File: config.mk
export PLATFORM = sky130hd
export DESIGN_NAME = sampler_evaluate_dispatch
export DESIGN_NICKNAME = d
export VERILOG_FILES = /design/src/common/sampler_eval_pkg.sv /design/src/common/feedback_addr_if.sv /design/src/hdl/feedback_addr_map.sv /design/src/hdl/sampler_evaluate_dispatch.sv
export SDC_FILE = /design/constraint.sdc
export NUM_CORES = 1
export LEC_CHECK = 0
export BUFFER_PORTS_ARGS = -buffer_cell sky130_fd_sc_hd__buf_2
export CAP_MARGIN = 20
export CORE_MARGIN = 3
export CORE_UTILIZATION = 43
export DETAILED_ROUTE_END_ITERATION = 6
export PLACE_DENSITY_LB_ADDON = 0.15
export SETUP_SLACK_MARGIN = 0.2
export SKIP_CTS_REPAIR_TIMING = 1
export SYNTH_ARGS = -nofsm -noshare
export SYNTH_HDL_FRONTEND = slang
export SYNTH_SLANG_ARGS = --single-unit
File: constraint.sdc
create_clock -name clk -period 4.7 [get_ports clk]
set_input_delay 0.94 -clock clk [delete_from_list [all_inputs] [get_ports clk]]
set_output_delay 0.94 -clock clk [all_outputs]
set_load 0.005 [all_outputs]
File: src/common/sampler_eval_pkg.sv
// Constants and types for the evaluate-message dispatch path.
// Assumes a single sampler clock domain; no bus, all controls are ports.
package sampler_eval_pkg;

	// Tiling kinds of the referenced surface
	localparam logic [1:0] TILE_LINEAR   = 2'h0;
	localparam logic [1:0] TILE_LEGACY   = 2'h1;
	localparam logic [1:0] TILE_STD64K   = 2'h2;

	// Surface types
	localparam logic [1:0] SURF_2D_CUBE  = 2'h0;
	localparam logic [1:0] SURF_3D       = 2'h1;
	localparam logic [1:0] SURF_BUFFER   = 2'h2;
	localparam logic [1:0] SURF_OTHER    = 2'h3;

	// Bits per element classes
	localparam logic [2:0] BPE_8         = 3'h0;
	localparam logic [2:0] BPE_16        = 3'h1;
	localparam logic [2:0] BPE_32        = 3'h2;
	localparam logic [2:0] BPE_64        = 3'h3;
	localparam logic [2:0] BPE_128       = 3'h4;

	// Nibble select address bits
	localparam int NIB_BIT_LOW  = 6;
	localparam int NIB_BIT_HIGH = 7;

	// Pairing bit positions
	localparam logic [3:0] PAIR_B6  = 4'h6;
	localparam logic [3:0] PAIR_B7  = 4'h7;
	localparam logic [3:0] PAIR_B8  = 4'h8;
	localparam logic [3:0] PAIR_B9  = 4'h9;
	localparam logic [3:0] PAIR_B12 = 4'hC;

	// Widths
	localparam int ADDR_W  = 32;
	localparam int TEXEL_W = 64;

	// Message dispatch outcome
	typedef enum logic [3:0] {
		DISP_IDLE    = 4'h1,
		DISP_SAMPLE  = 4'h2,
		DISP_FORWARD = 4'h4,
		DISP_FLUSH   = 4'h8
	} dispatch_e;

endpackage

File: src/common/feedback_addr_if.sv
// Interface carrying surface layout and address to the feedback mapper.
// Assumes both ends share the sampler clock.
`timescale 1ns/1ps
interface feedback_addr_if;
	logic [1:0]  tiling;    // Tiling kind
	logic [1:0]  surfType;  // Surface type
	logic [2:0]  bpe;       // Element size class
	logic [31:0] addr;      // Main surface address
	logic [5:0]  byteSel;   // Byte within the 64-byte page value
	logic        nibSel;    // Nibble within that byte
	logic [3:0]  pairBit;   // Compression pairing bit position
	modport requester (output tiling, surfType, bpe, addr,
		input byteSel, nibSel, pairBit);
	modport mapper (input tiling, surfType, bpe, addr,
		output byteSel, nibSel, pairBit);
endinterface

File: src/hdl/feedback_addr_map.sv
// Combinational feedback byte/nibble selector and pairing bit chooser.
// Assumes inputs are stable in the cycle they are sampled by the caller.
`timescale 1ns/1ps
module feedback_addr_map (
	// Layout and address
	feedback_addr_if.mapper m
);
	// Byte and nibble selection per page
	always_comb begin
		m.byteSel = {m.addr[13], m.addr[12], m.addr[11], m.addr[10],
			m.addr[8], m.addr[7]};
		m.nibSel  = m.addr[sampler_eval_pkg::NIB_BIT_LOW];
		if (m.tiling == sampler_eval_pkg::TILE_LINEAR) begin
			m.byteSel = m.addr[13:8];
			m.nibSel  = m.addr[sampler_eval_pkg::NIB_BIT_HIGH];
		end else if (m.tiling == sampler_eval_pkg::TILE_STD64K) begin
			if (m.surfType == sampler_eval_pkg::SURF_3D) begin
				if (m.bpe == sampler_eval_pkg::BPE_16) begin
					m.byteSel = {m.addr[13], m.addr[11:7]};
				end
			end else if (m.bpe != sampler_eval_pkg::BPE_8) begin
				m.byteSel = m.addr[13:8];
			end
			if (m.bpe == sampler_eval_pkg::BPE_64 ||
				m.bpe == sampler_eval_pkg::BPE_128) begin
				m.nibSel = m.addr[sampler_eval_pkg::NIB_BIT_HIGH];
			end
		end
	end

	// Compression pairing bit selection
	always_comb begin
		m.pairBit = sampler_eval_pkg::PAIR_B6;
		if (m.surfType == sampler_eval_pkg::SURF_2D_CUBE) begin
			if (m.tiling == sampler_eval_pkg::TILE_LEGACY) begin
				m.pairBit = sampler_eval_pkg::PAIR_B9;
			end else if (m.tiling == sampler_eval_pkg::TILE_STD64K) begin
				case (m.bpe)
					sampler_eval_pkg::BPE_8:  m.pairBit = sampler_eval_pkg::PAIR_B9;
					sampler_eval_pkg::BPE_16: m.pairBit = sampler_eval_pkg::PAIR_B7;
					sampler_eval_pkg::BPE_32: m.pairBit = sampler_eval_pkg::PAIR_B7;
					default:                  m.pairBit = sampler_eval_pkg::PAIR_B6;
				endcase
			end
		end else if (m.surfType == sampler_eval_pkg::SURF_3D) begin
			if (m.tiling == sampler_eval_pkg::TILE_LEGACY) begin
				m.pairBit = sampler_eval_pkg::PAIR_B9;
			end else if (m.tiling == sampler_eval_pkg::TILE_STD64K) begin
				case (m.bpe)
					sampler_eval_pkg::BPE_8:  m.pairBit = sampler_eval_pkg::PAIR_B9;
					sampler_eval_pkg::BPE_16: m.pairBit = sampler_eval_pkg::PAIR_B12;
					sampler_eval_pkg::BPE_32: m.pairBit = sampler_eval_pkg::PAIR_B9;
					default:                  m.pairBit = sampler_eval_pkg::PAIR_B8;
				endcase
			end
		end
	end
endmodule

File: src/hdl/sampler_evaluate_dispatch.sv
// Evaluate-message dispatch: classifies messages, forwards texels,
// handles flush drain and reports feedback/pairing address selections.
// Assumes one valid message per handshake, synchronous inputs.
//
// Summary of operation
// - Evaluate decoded like sample, zero return length.
// - Zero length, procedural: forward texels to spawner.
// - Zero length, not procedural: drop message.
// - Nonzero length: normal sample, return results.
// - Page byte chosen from six address bits.
// - Nibble chosen by address bit 6 or 7.
// - Second flush return waits for spawner drain.
// - Compression pairs 64-byte halves into 128-byte line.
// - Pairing bit chosen by surface and tiling.
`timescale 1ns/1ps
module sampler_evaluate_dispatch #(
	parameter int TEXEL_W = sampler_eval_pkg::TEXEL_W,
	parameter int RLEN_W  = 5
) (
	// Clock and reset
	input  wire logic               clk,
	input  wire logic               sys_rst,
	// Incoming shader message
	input  wire logic               msgValid,
	output logic                    msgReady,
	input  wire logic [RLEN_W-1:0]  msgRetLen,
	input  wire logic               msgIsFlush,
	input  wire logic               surfProcedural,
	input  wire logic [1:0]         surfTiling,
	input  wire logic [1:0]         surfType,
	input  wire logic [2:0]         surfBpe,
	input  wire logic [31:0]        surfAddr,
	input  wire logic [TEXEL_W-1:0] msgTexel,
	// Normal sample path
	output logic                    sampleValid,
	output logic [TEXEL_W-1:0]      sampleTexel,
	input  wire logic               sampleDone,
	// Texel shader spawner
	output logic                    spawnValid,
	output logic [TEXEL_W-1:0]      spawnTexel,
	input  wire logic               spawnReady,
	output logic                    spawnEndOfThread,
	input  wire logic               spawnerIdle,
	// Return to shader
	output logic                    returnValid,
	// Status
	output logic                    dropPulse,
	output logic [5:0]              feedbackByte,
	output logic                    feedbackNibble,
	output logic [3:0]              pairBitPos
);
	// Elaboration check: a zero-width texel or length field has no meaning
	// and would leave the zero-length decode with no bits to test
	if (TEXEL_W < 1 || RLEN_W < 1) begin : g_badWidth
		$error("sampler_evaluate_dispatch: bad widths");
	end

	// State and take decode
	sampler_eval_pkg::dispatch_e stateQ; // Dispatch state
	logic accept;                         // Message taken this cycle
	logic zeroLen;                        // Return length is zero

	feedback_addr_if fa();                // Address mapper link

	// The mapper is purely combinational; its results are registered below
	// Address mapper: inputs from current message
	assign fa.tiling   = surfTiling;
	assign fa.surfType = surfType;
	assign fa.bpe      = surfBpe;
	assign fa.addr     = surfAddr;

	feedback_addr_map mapper (
		.m (fa.mapper)
	);

	// A take needs both sides high at one edge; ready already excludes busy
	// Accept only when idle; classification uses length, flush and procedural flags only
	assign accept  = msgValid && msgReady;
	assign zeroLen = (msgRetLen == '0);

	// Ready is registered: high only in idle
	// It drops on the edge that takes a message, so a held valid can never
	// be taken twice; the earliest next take is two edges later
	always_ff @(posedge clk or posedge sys_rst) begin
		if (sys_rst) begin
			msgReady <= 1'b0;
		end else begin
			msgReady <= (stateQ == sampler_eval_pkg::DISP_IDLE) && !accept;
		end
	end

	// Dispatch state machine
	// Idle:    waits for a message; drops and end-of-thread flushes stay here
	// Sample:  waits for the sampling core to finish
	// Forward: waits for the spawner to take the texel
	// Flush:   withholds the return until the spawner has drained
	always_ff @(posedge clk or posedge sys_rst) begin
		if (sys_rst) begin
			stateQ <= sampler_eval_pkg::DISP_IDLE;
		end else begin
			case (stateQ)
				sampler_eval_pkg::DISP_IDLE: begin
					if (accept) begin
						if (msgIsFlush && !zeroLen) begin
							stateQ <= sampler_eval_pkg::DISP_FLUSH;
						end else if (msgIsFlush) begin
							stateQ <= sampler_eval_pkg::DISP_IDLE;
						end else if (!zeroLen) begin
							stateQ <= sampler_eval_pkg::DISP_SAMPLE;
						end else if (surfProcedural) begin
							stateQ <= sampler_eval_pkg::DISP_FORWARD;
						end else begin
							stateQ <= sampler_eval_pkg::DISP_IDLE;
						end
					end
				end
				sampler_eval_pkg::DISP_SAMPLE: begin
					if (sampleDone) begin
						stateQ <= sampler_eval_pkg::DISP_IDLE;
					end
				end
				sampler_eval_pkg::DISP_FORWARD: begin
					if (spawnValid && spawnReady) begin
						stateQ <= sampler_eval_pkg::DISP_IDLE;
					end
				end
				sampler_eval_pkg::DISP_FLUSH: begin
					if (spawnerIdle && !spawnValid) begin
						stateQ <= sampler_eval_pkg::DISP_IDLE;
					end
				end
				default: stateQ <= sampler_eval_pkg::DISP_IDLE;
			endcase
		end
	end

	// Normal sample request to the sampling core
	// Level request, cleared by the core's done pulse
	always_ff @(posedge clk or posedge sys_rst) begin
		if (sys_rst) begin
			sampleValid <= 1'b0;
			sampleTexel <= '0;
		end else if (accept && !zeroLen && !msgIsFlush) begin
			sampleValid <= 1'b1;
			sampleTexel <= msgTexel;
		end else if (sampleDone) begin
			sampleValid <= 1'b0;
		end
	end

	// Texel forwarding to spawner; data frozen while stalled
	// The texel register loads only on a take, which happens only in idle,
	// so it cannot move while valid waits for ready
	always_ff @(posedge clk or posedge sys_rst) begin
		if (sys_rst) begin
			spawnValid <= 1'b0;
			spawnTexel <= '0;
		end else if (accept && zeroLen && surfProcedural && !msgIsFlush) begin
			spawnValid <= 1'b1;
			spawnTexel <= msgTexel;
		end else if (spawnReady) begin
			spawnValid <= 1'b0;
		end
	end

	// First flush (zero length) signals end of thread to spawner
	// One-cycle pulse; this flush itself gets no return
	always_ff @(posedge clk or posedge sys_rst) begin
		if (sys_rst) begin
			spawnEndOfThread <= 1'b0;
		end else begin
			spawnEndOfThread <= accept && msgIsFlush && zeroLen;
		end
	end

	// Return pulse: sample finished, or flush drained
	// A flush waits for the spawner to report idle and for any texel still
	// on offer, since that texel is spawner work not yet counted as busy
	always_ff @(posedge clk or posedge sys_rst) begin
		if (sys_rst) begin
			returnValid <= 1'b0;
		end else begin
			returnValid <=
				(stateQ == sampler_eval_pkg::DISP_SAMPLE && sampleDone) ||
				(stateQ == sampler_eval_pkg::DISP_FLUSH && spawnerIdle &&
				!spawnValid);
		end
	end

	// Unsupported zero-length, non-procedural message is dropped
	// Nothing is sampled or forwarded; the pulse only reports the drop
	always_ff @(posedge clk or posedge sys_rst) begin
		if (sys_rst) begin
			dropPulse <= 1'b0;
		end else begin
			dropPulse <= accept && zeroLen && !surfProcedural &&
				!msgIsFlush;
		end
	end

	// Registered feedback and pairing selections for the accepted message
	// Held until the next take so the values stay readable after the pulse
	always_ff @(posedge clk or posedge sys_rst) begin
		if (sys_rst) begin
			feedbackByte   <= '0;
			feedbackNibble <= 1'b0;
			pairBitPos     <= sampler_eval_pkg::PAIR_B6;
		end else if (accept) begin
			feedbackByte   <= fa.byteSel;
			feedbackNibble <= fa.nibSel;
			pairBitPos     <= fa.pairBit;
		end
	end
endmodule

==> results.json, run 1 <==
{
  "fmax_mhz": 346,
  "gp_routability_congestion": 0.778,
  "synth_edf_count": 0,
  "stdcell_count": 831,
  "rows": 43,
  "nets": 757,
  "relSlewSlack_pct": 42.5,
  "synth.area.top_cells": "dfrtp_1, mux2_4, mux2_2",
  "ys_seq_area_share_pct": 60.4,
  "clk_pin_slew_ns": 0.06,
  "via_per_inst": 5.01,
  "max_stage_delay_ns": 0.86,
  "grt_pass1_vias": 4454,
  "ant_nets": 0,
  "synthArstFlopShare_pct": 100,
  "worst_slew_pin_slew_ns": 0.863,
  "root_buffer": "clkbuf_16",
  "die_w_um": 126,
  "cts.sinks": 149,
  "layout_commonest_cell": "buf_2",
  "slew_violations": 0,
  "antenna-diode-count": 0,
  "finClkSkew_ns": 0.00561,
  "vias": 4160,
  "die-area_sq_um": 15800,
  "yosysTopAreaCellShare_pct": 59.2,
  "synthCells": 393,
  "rr_endpoint": "spawnTexel[32]",
  "routed_wl_mm": 14.3,
  "post-route-drc-count": 0,
  "path_cells": "buf_2 > and2_1 > and4_2 > buf_12 > mux2_2",
  "cp_num_buf_inv": 2,
  "h-tree-depth": 4,
  "worst_hold_path.endpoint": "feedbackByte[3]",
  "grt-ovfl-total": 0,
  "grt_max_degree": 80,
  "cts_buffers": 17,
  "clockBufferDepth": 2,
  "hold_slack_ns": 0.471,
  "yosysWarnings": 0,
  "placedCellCount": 799,
  "timing.final.crit_share_pct": 61.5,
  "cp.required_ns": 5.00,
  "ys_seq_elements": 149,
  "syn_area_sq_um": 6180,
  "reg2reg_from": "msgReady",
  "rsz0062_at_grt": "false",
  "crit_family": "simple AND/OR/NAND/NOR gates",
  "io_pins": 261,
  "cp_max_fo": 35,
  "vdd_drop_max_mv": 0.288,
  "powerDensity_nw_per_um2": 565,
  "syn_nets": 512,
  "drive_gt1_share_pct": 63.3,
  "min_delay_path_depth": 2,
  "yosysUniqueCellTypes": 43,
  "critPathKind": "in2reg",
  "cellLeakagePower_uw": 0.00444,
  "antenna_found_initial": 0,
  "cts_tree": "built",
  "rrSetupSlack_ns": 2.03,
  "yosys.area.top_type": "dfrtp_1",
  "portBuffers": 236,
  "syn_to_final_growth_pct": 32.6,
  "tns_ns": 0,
  "worst_hold_path_type": "reg2reg",
  "grt_usage_pct": 18.5,
  "crit_arrival_ns": 3.19,
  "dp_hpwl_mm": 10.1,
  "worstSetupStartpointType": "primary input",
  "initial_core_util_pct": 44.2,
  "first_pass_iters": 5,
  "hold_start": "feedbackByte[3]",
  "wl_per_cell_um": 17.2,
  "status": "completed",
  "syn_area_per_cell_sq_um": 15.7,
  "grt_pass1_wl_mm": 23.5,
  "crit_path_end_kind": "register",
  "crit_path_top_delay_cell": "and4_2",
  "drtIter0Drc": 177,
  "reg2reg_depth": 4,
  "core-area_sq_um": 14000,
  "hold_viol": 0,
  "synth-main-ff-cell": "dfrtp_1",
  "setup_viol": 0,
  "min_period_ns": 2.89,
  "mostFrequentLayoutCells": "buf_2, dfrtp_1, mux2_2, mux2_4, clkbuf_16",
  "insertion_delay_ns": 0.42,
  "die_h_um": 126,
  "max-cap-violations": 0
}
-- sequential cells by signal (all words and copies together), names as in the netlist --
name	count
sampleValid	1
sampleTexel	64
pairBitPos	4
stateQ	4
feedbackByte	6
spawnEndOfThread	1
returnValid	1
feedbackNibble	1
spawnValid	1
dropPulse	1
spawnTexel	64
msgReady	1
-- routing by layer --
metal / GRT usage, % / wire (um) / part of all wire (%) / vias up
met1: 23.6 / 6010 / 42 / 2071
met2: 29.0 / 6760 / 47 / 157
met4: 7.51 / 328 / 2.3 / 0
met3: 6.53 / 1170 / 8.2 / 23
li1: - / - / - / 1909
met5: 0 / 0 / 0 / -
-- synthesized netlist by cell type, types with 3 or more instances --
library cell	count
mux2_4	58
buf_8	6
dfrtp_1	146
mux2_2	70
nor2_1	9
o21ai_0	9
nor4_1	3
ha_1	3
inv_1	11
nand3_1	3
or4b_2	4
dfstp_2	3
a31oi_1	5
nand2_1	9
and2_1	3
buf_2	8
nor3_1	3
nor4b_1	3
nor2b_1	5
-- layout make-up --
cell class / instances / area [sq um]
sequential: 149 / 3730
fill: 1188 / 5800
inverter: 11 / 45.0
clock buffer: 22 / 484
multi-input combinational: 218 / 2270
clock inverter: 10 / 190
timing repair buffer: 241 / 1240
tap: 180 / 225
-- power by group --
| group | switching (uW) | internal, uW | total (uW) |
|---|---|---|---|
| sequential | 218 | 1680 | 1900 |
| clock | 527 | 1000 | 1530 |
| combinational | 457 | 742 | 1200 |
| total | 1200 | 3420 | 4630 |
-- cell families (layout without fill, tap and decap cells) --
| kind of cell | after synthesis | after routing | share of synthesized area (%) |
|---|---|---|---|
| buf+inv | 26 | 284 | 2.84 |
| simple gates | 55 | 55 | 5.45 |
| compound gates | 31 | 31 | 3.65 |
| flops | 149 | 149 | 60.4 |
| mux | 129 | 129 | 27.0 |
| fa+ha+maj | 3 | 3 | 0.608 |
-- worst max-delay path by stage --
stage               slack (ns)  cells past startpoint     start             end
finish                    1.81                      5  msgValid  spawnTexel[32]
global route              1.63                      5  msgValid  spawnTexel[32]
floorplan                 1.89                      1   sys_rst       dropPulse
detailed placement        1.30                      5  msgValid  spawnTexel[34]
CTS                       1.77                      5  msgValid  spawnTexel[32]
global placement          1.36                      5  msgValid  spawnTexel[24]
-- worst min-delay path: cells and delay by family (launching register included) --
kind	cells	cell delay (ns)
and+or+nand+nor	2	0.10
DFF	1	0.34
-- stage by stage --
stage               total power (uW)  area (sq um)  setup WS [ns]  util [%]
global route                    4880          8190           1.63      58.6
floorplan                       2570          6180           1.89         -
CTS                             4690          8190           1.77      58.6
finish                          4630          8190           1.81      58.6
global placement                3100          7520           1.36      53.7
detailed placement              3130          7520           1.30      53.7
Note: power is estimated with default switching activity, not from simulation.
==> inputs of run 2 (changes only) <==
--- a/config.mk
+++ b/config.mk
@@ -5,10 +5,11 @@
 export SDC_FILE = /design/constraint.sdc
 export NUM_CORES = 1
 export LEC_CHECK = 0
+export ABC_AREA = 1
 export BUFFER_PORTS_ARGS = -buffer_cell sky130_fd_sc_hd__buf_2
 export CAP_MARGIN = 20
 export CORE_MARGIN = 3
-export CORE_UTILIZATION = 43
+export CORE_UTILIZATION = 48
 export DETAILED_ROUTE_END_ITERATION = 6
 export PLACE_DENSITY_LB_ADDON = 0.15
 export SETUP_SLACK_MARGIN = 0.2
==> constraint.sdc (replaced) <==
create_clock -name clk -period 2.79 [get_ports clk]
set_input_delay 0.558 -clock clk [delete_from_list [all_inputs] [get_ports clk]]
set_output_delay 0.558 -clock clk [all_outputs]
set_load 0.005 [all_outputs]
==> run 2 against run 1 <==
Compared with the run above:
- worst setup slack got worse by 0.89 ns
- clock skew rose by 0.0013 ns
- global-route usage rose by 2.5 points
- wire length rose by 1.6%
- largest cell class unchanged
- register-to-register slack got worse by 1.1 ns
- area after synthesis rose by 0.51%
- sequential cell count did not move
==> results.json, run 2 <==
{
  "synth_simple_gate_area_share_pct": 15.1,
  "crit_path_top_delay_cell": "nand3_4",
  "yosysWarnings": 0,
  "synth_top_family_by_area": "simple AND/OR/NAND/NOR gates",
  "vias": 5039,
  "synth_commonest_cells": "nand2_1, dfrtp_1, inv_1, o21ai_2, o21ai_1",
  "crit_path_start": "msgReady",
  "fmax_mhz": 534,
  "crit_path_end_kind": "register",
  "post-route-drc-count": 0,
  "io_pins": 261,
  "tns_ns": 0,
  "grt_usage_pct": 21.0,
  "final_area_sq_um": 8040,
  "synthXorXnorAreaFrac_pct": 0,
  "yosys.area.top_type": "dfrtp_1",
  "rsz0062_at_grt": "false",
  "clk_pin_slew_ns": 0.06,
  "antenna-diode-count": 0,
  "fill_cells": 1067,
  "syn_area_sq_um": 6210,
  "routed_wl_mm": 14.5,
  "cts_tree": "built",
  "cp.required_ns": 3.07,
  "worst_slew_pin_slew_ns": 0.786,
  "cellLeakagePower_uw": 0.00465,
  "syn_nets": 764,
  "synth.area.top_cells": "dfrtp_1, nand2_1, o21ai_2",
  "finClkSkew_ns": 0.00696,
  "drtIter0Drc": 319,
  "min_period_ns": 1.87,
  "die_h_um": 120,
  "core-area_sq_um": 12300,
  "top_regs": "sampleTexel: 64 flops, spawnTexel: 64 flops, feedbackByte: 6 flops",
  "drive_gt1_share_pct": 38.0,
  "gp_routability_congestion": 0.826,
  "die_w_um": 120,
  "seq_area_sq_um": 3730,
  "first_pass_iters": 4,
  "relSlewSlack_pct": 47.6,
  "h-tree-depth": 4,
  "max-cap-violations": 0,
  "cp_num_buf_inv": 2,
  "rows": 40,
  "crit_family": "simple AND/OR/NAND/NOR gates",
  "vdd_drop_max_mv": 0.474,
  "grt_pass1_wl_mm": 24.1,
  "yosysTopAreaCellShare_pct": 58.9,
  "root_buffer": "clkbuf_16",
  "die-area_sq_um": 14300,
  "ys_seq_elements": 149,
  "hold_start": "spawnReady",
  "synthArstFlopShare_pct": 100,
  "ys_seq_area_share_pct": 60.1,
  "initial_core_util_pct": 50.4,
  "slew_violations": 0,
  "status": "completed",
  "reg2reg_from": "msgReady",
  "portBuffers": 236,
  "muxShareOfSynthArea_pct": 0,
  "mostFrequentLayoutCells": "buf_2, nand2_1, dfrtp_1, inv_1, o21ai_2",
  "cts_buffers": 17,
  "multiInputGateArea_sq_um": 1870,
  "p_total_uw": 6890,
  "worstSetupStartpointType": "register",
  "critPathKind": "reg2reg",
  "grt_pass1_vias": 4979,
  "layout_commonest_cell": "buf_2",
  "crit_arrival_ns": 2.15,
  "synth_compound_area_share_pct": 14.4,
  "max_stage_delay_ns": 0.48,
  "syn_area_per_cell_sq_um": 9.62,
  "yosysUniqueCellTypes": 25,
  "insertion_delay_ns": 0.41,
  "cp_max_fo": 54,
  "syn_to_final_growth_pct": 29.5,
  "via_per_inst": 4.76,
  "grt_max_degree": 150,
  "yosys.area_share.adder_pct": 0.605,
  "nets": 997,
  "hold_viol": 0,
  "antenna_found_initial": 0,
  "worst_hold_path_type": "in2reg",
  "grt-ovfl-total": 0,
  "synthCells": 645,
  "grt_util_met3_pct": 6.08,
  "cts.sinks": 149,
  "synth_edf_count": 0,
  "powerDensity_nw_per_um2": 857,
  "timing.final.crit_share_pct": 67.1,
  "top_usage_layer": "met2",
  "use_met2_pct": 34.9,
  "clockBufferDepth": 2,
  "ant_nets": 0,
  "dp_hpwl_mm": 10.4,
  "place_area_sq_um": 7490,
  "yosysMostFrequentCell": "nand2_1",
  "crit_path_frequent_cell": "nand2_1",
  "synth-main-ff-cell": "dfrtp_1",
  "grtUsageMet1_pct": 25.9,
  "wl_per_cell_um": 13.7,
  "setup_viol": 0,
  "path_cells": "nand2_1 > inv_2 > nand3_4 > buf_12 > nand2_1 > o21ai_0"
}
-- run 2: cell types whose count changed after synthesis, sizes merged, moves of 4 or more --
cell	change
nand3	+19
nand2	+179
a31oi	-5
inv	+83
nor2b	-5
o21ai	+125
buf	+13
or4b	-4
mux2	-128
-- run 2: final timing paths --
| kind | slack [ns] | depth (start not counted) | end |
|---|---|---|---|
| setup / recovery | 0.92 | 6 | sampleTexel[3] |
| hold / removal | 0.33 | 2 | spawnValid |
| setup reg to reg | 0.92 | 6 | sampleTexel[3] |
| hold reg to reg | 0.47 | 2 | pairBitPos[1] |
| max in group asynchronous | 1.83 | 3 | stateQ[1] |
| min in group asynchronous | 0.37 | 3 | spawnTexel[21] |
-- run 2: layout make-up --
| class | instances | share of cell area, % |
|---|---|---|
| Clock buffer | 19 | 5.51 |
| Clock inverter | 13 | 1.37 |
| Inverter | 95 | 4.54 |
| Multi-Input combinational cell | 371 | 23.3 |
| Sequential cell | 149 | 46.4 |
| Tap cell | 168 | 2.61 |
| Timing Repair Buffer | 244 | 16.2 |
-- run 2: layer usage --
layer / vias to the layer above / part of all wire (%)
met5: - / 0
li1: 2501 / -
met3: 24 / 7.2
met1: 2352 / 41
met2: 162 / 50
met4: 0 / 2.2
-- run 2: cells by family (layout without fill, tap and decap cells) --
kind of cell,after synthesis,after routing
flops,149,149
simple gates,231,231
compound gates,137,137
buf+inv,125,371
fa+ha+maj,3,3
-- run 2: through the flow --
stage          hold WS [ns]  setup slack, ns  cells  utilization [%]
3_5_place_dp          0.462            0.572   1027             60.8
6_report              0.334            0.917   1059             65.3
2_1_floorplan         0.457            0.359    645                -
3_3_place_gp          0.456            0.624   1027             60.8
4_1_cts               0.309            0.886   1059             65.3
5_1_grt               0.313            0.637   1059             65.3
-- run 2: power by group --
group | leakage (uW) | switching (uW) | internal (uW)
registers | 0.00195 | 305 | 2780
clock network | 0.000261 | 868 | 1240
logic | 0.00244 | 921 | 770
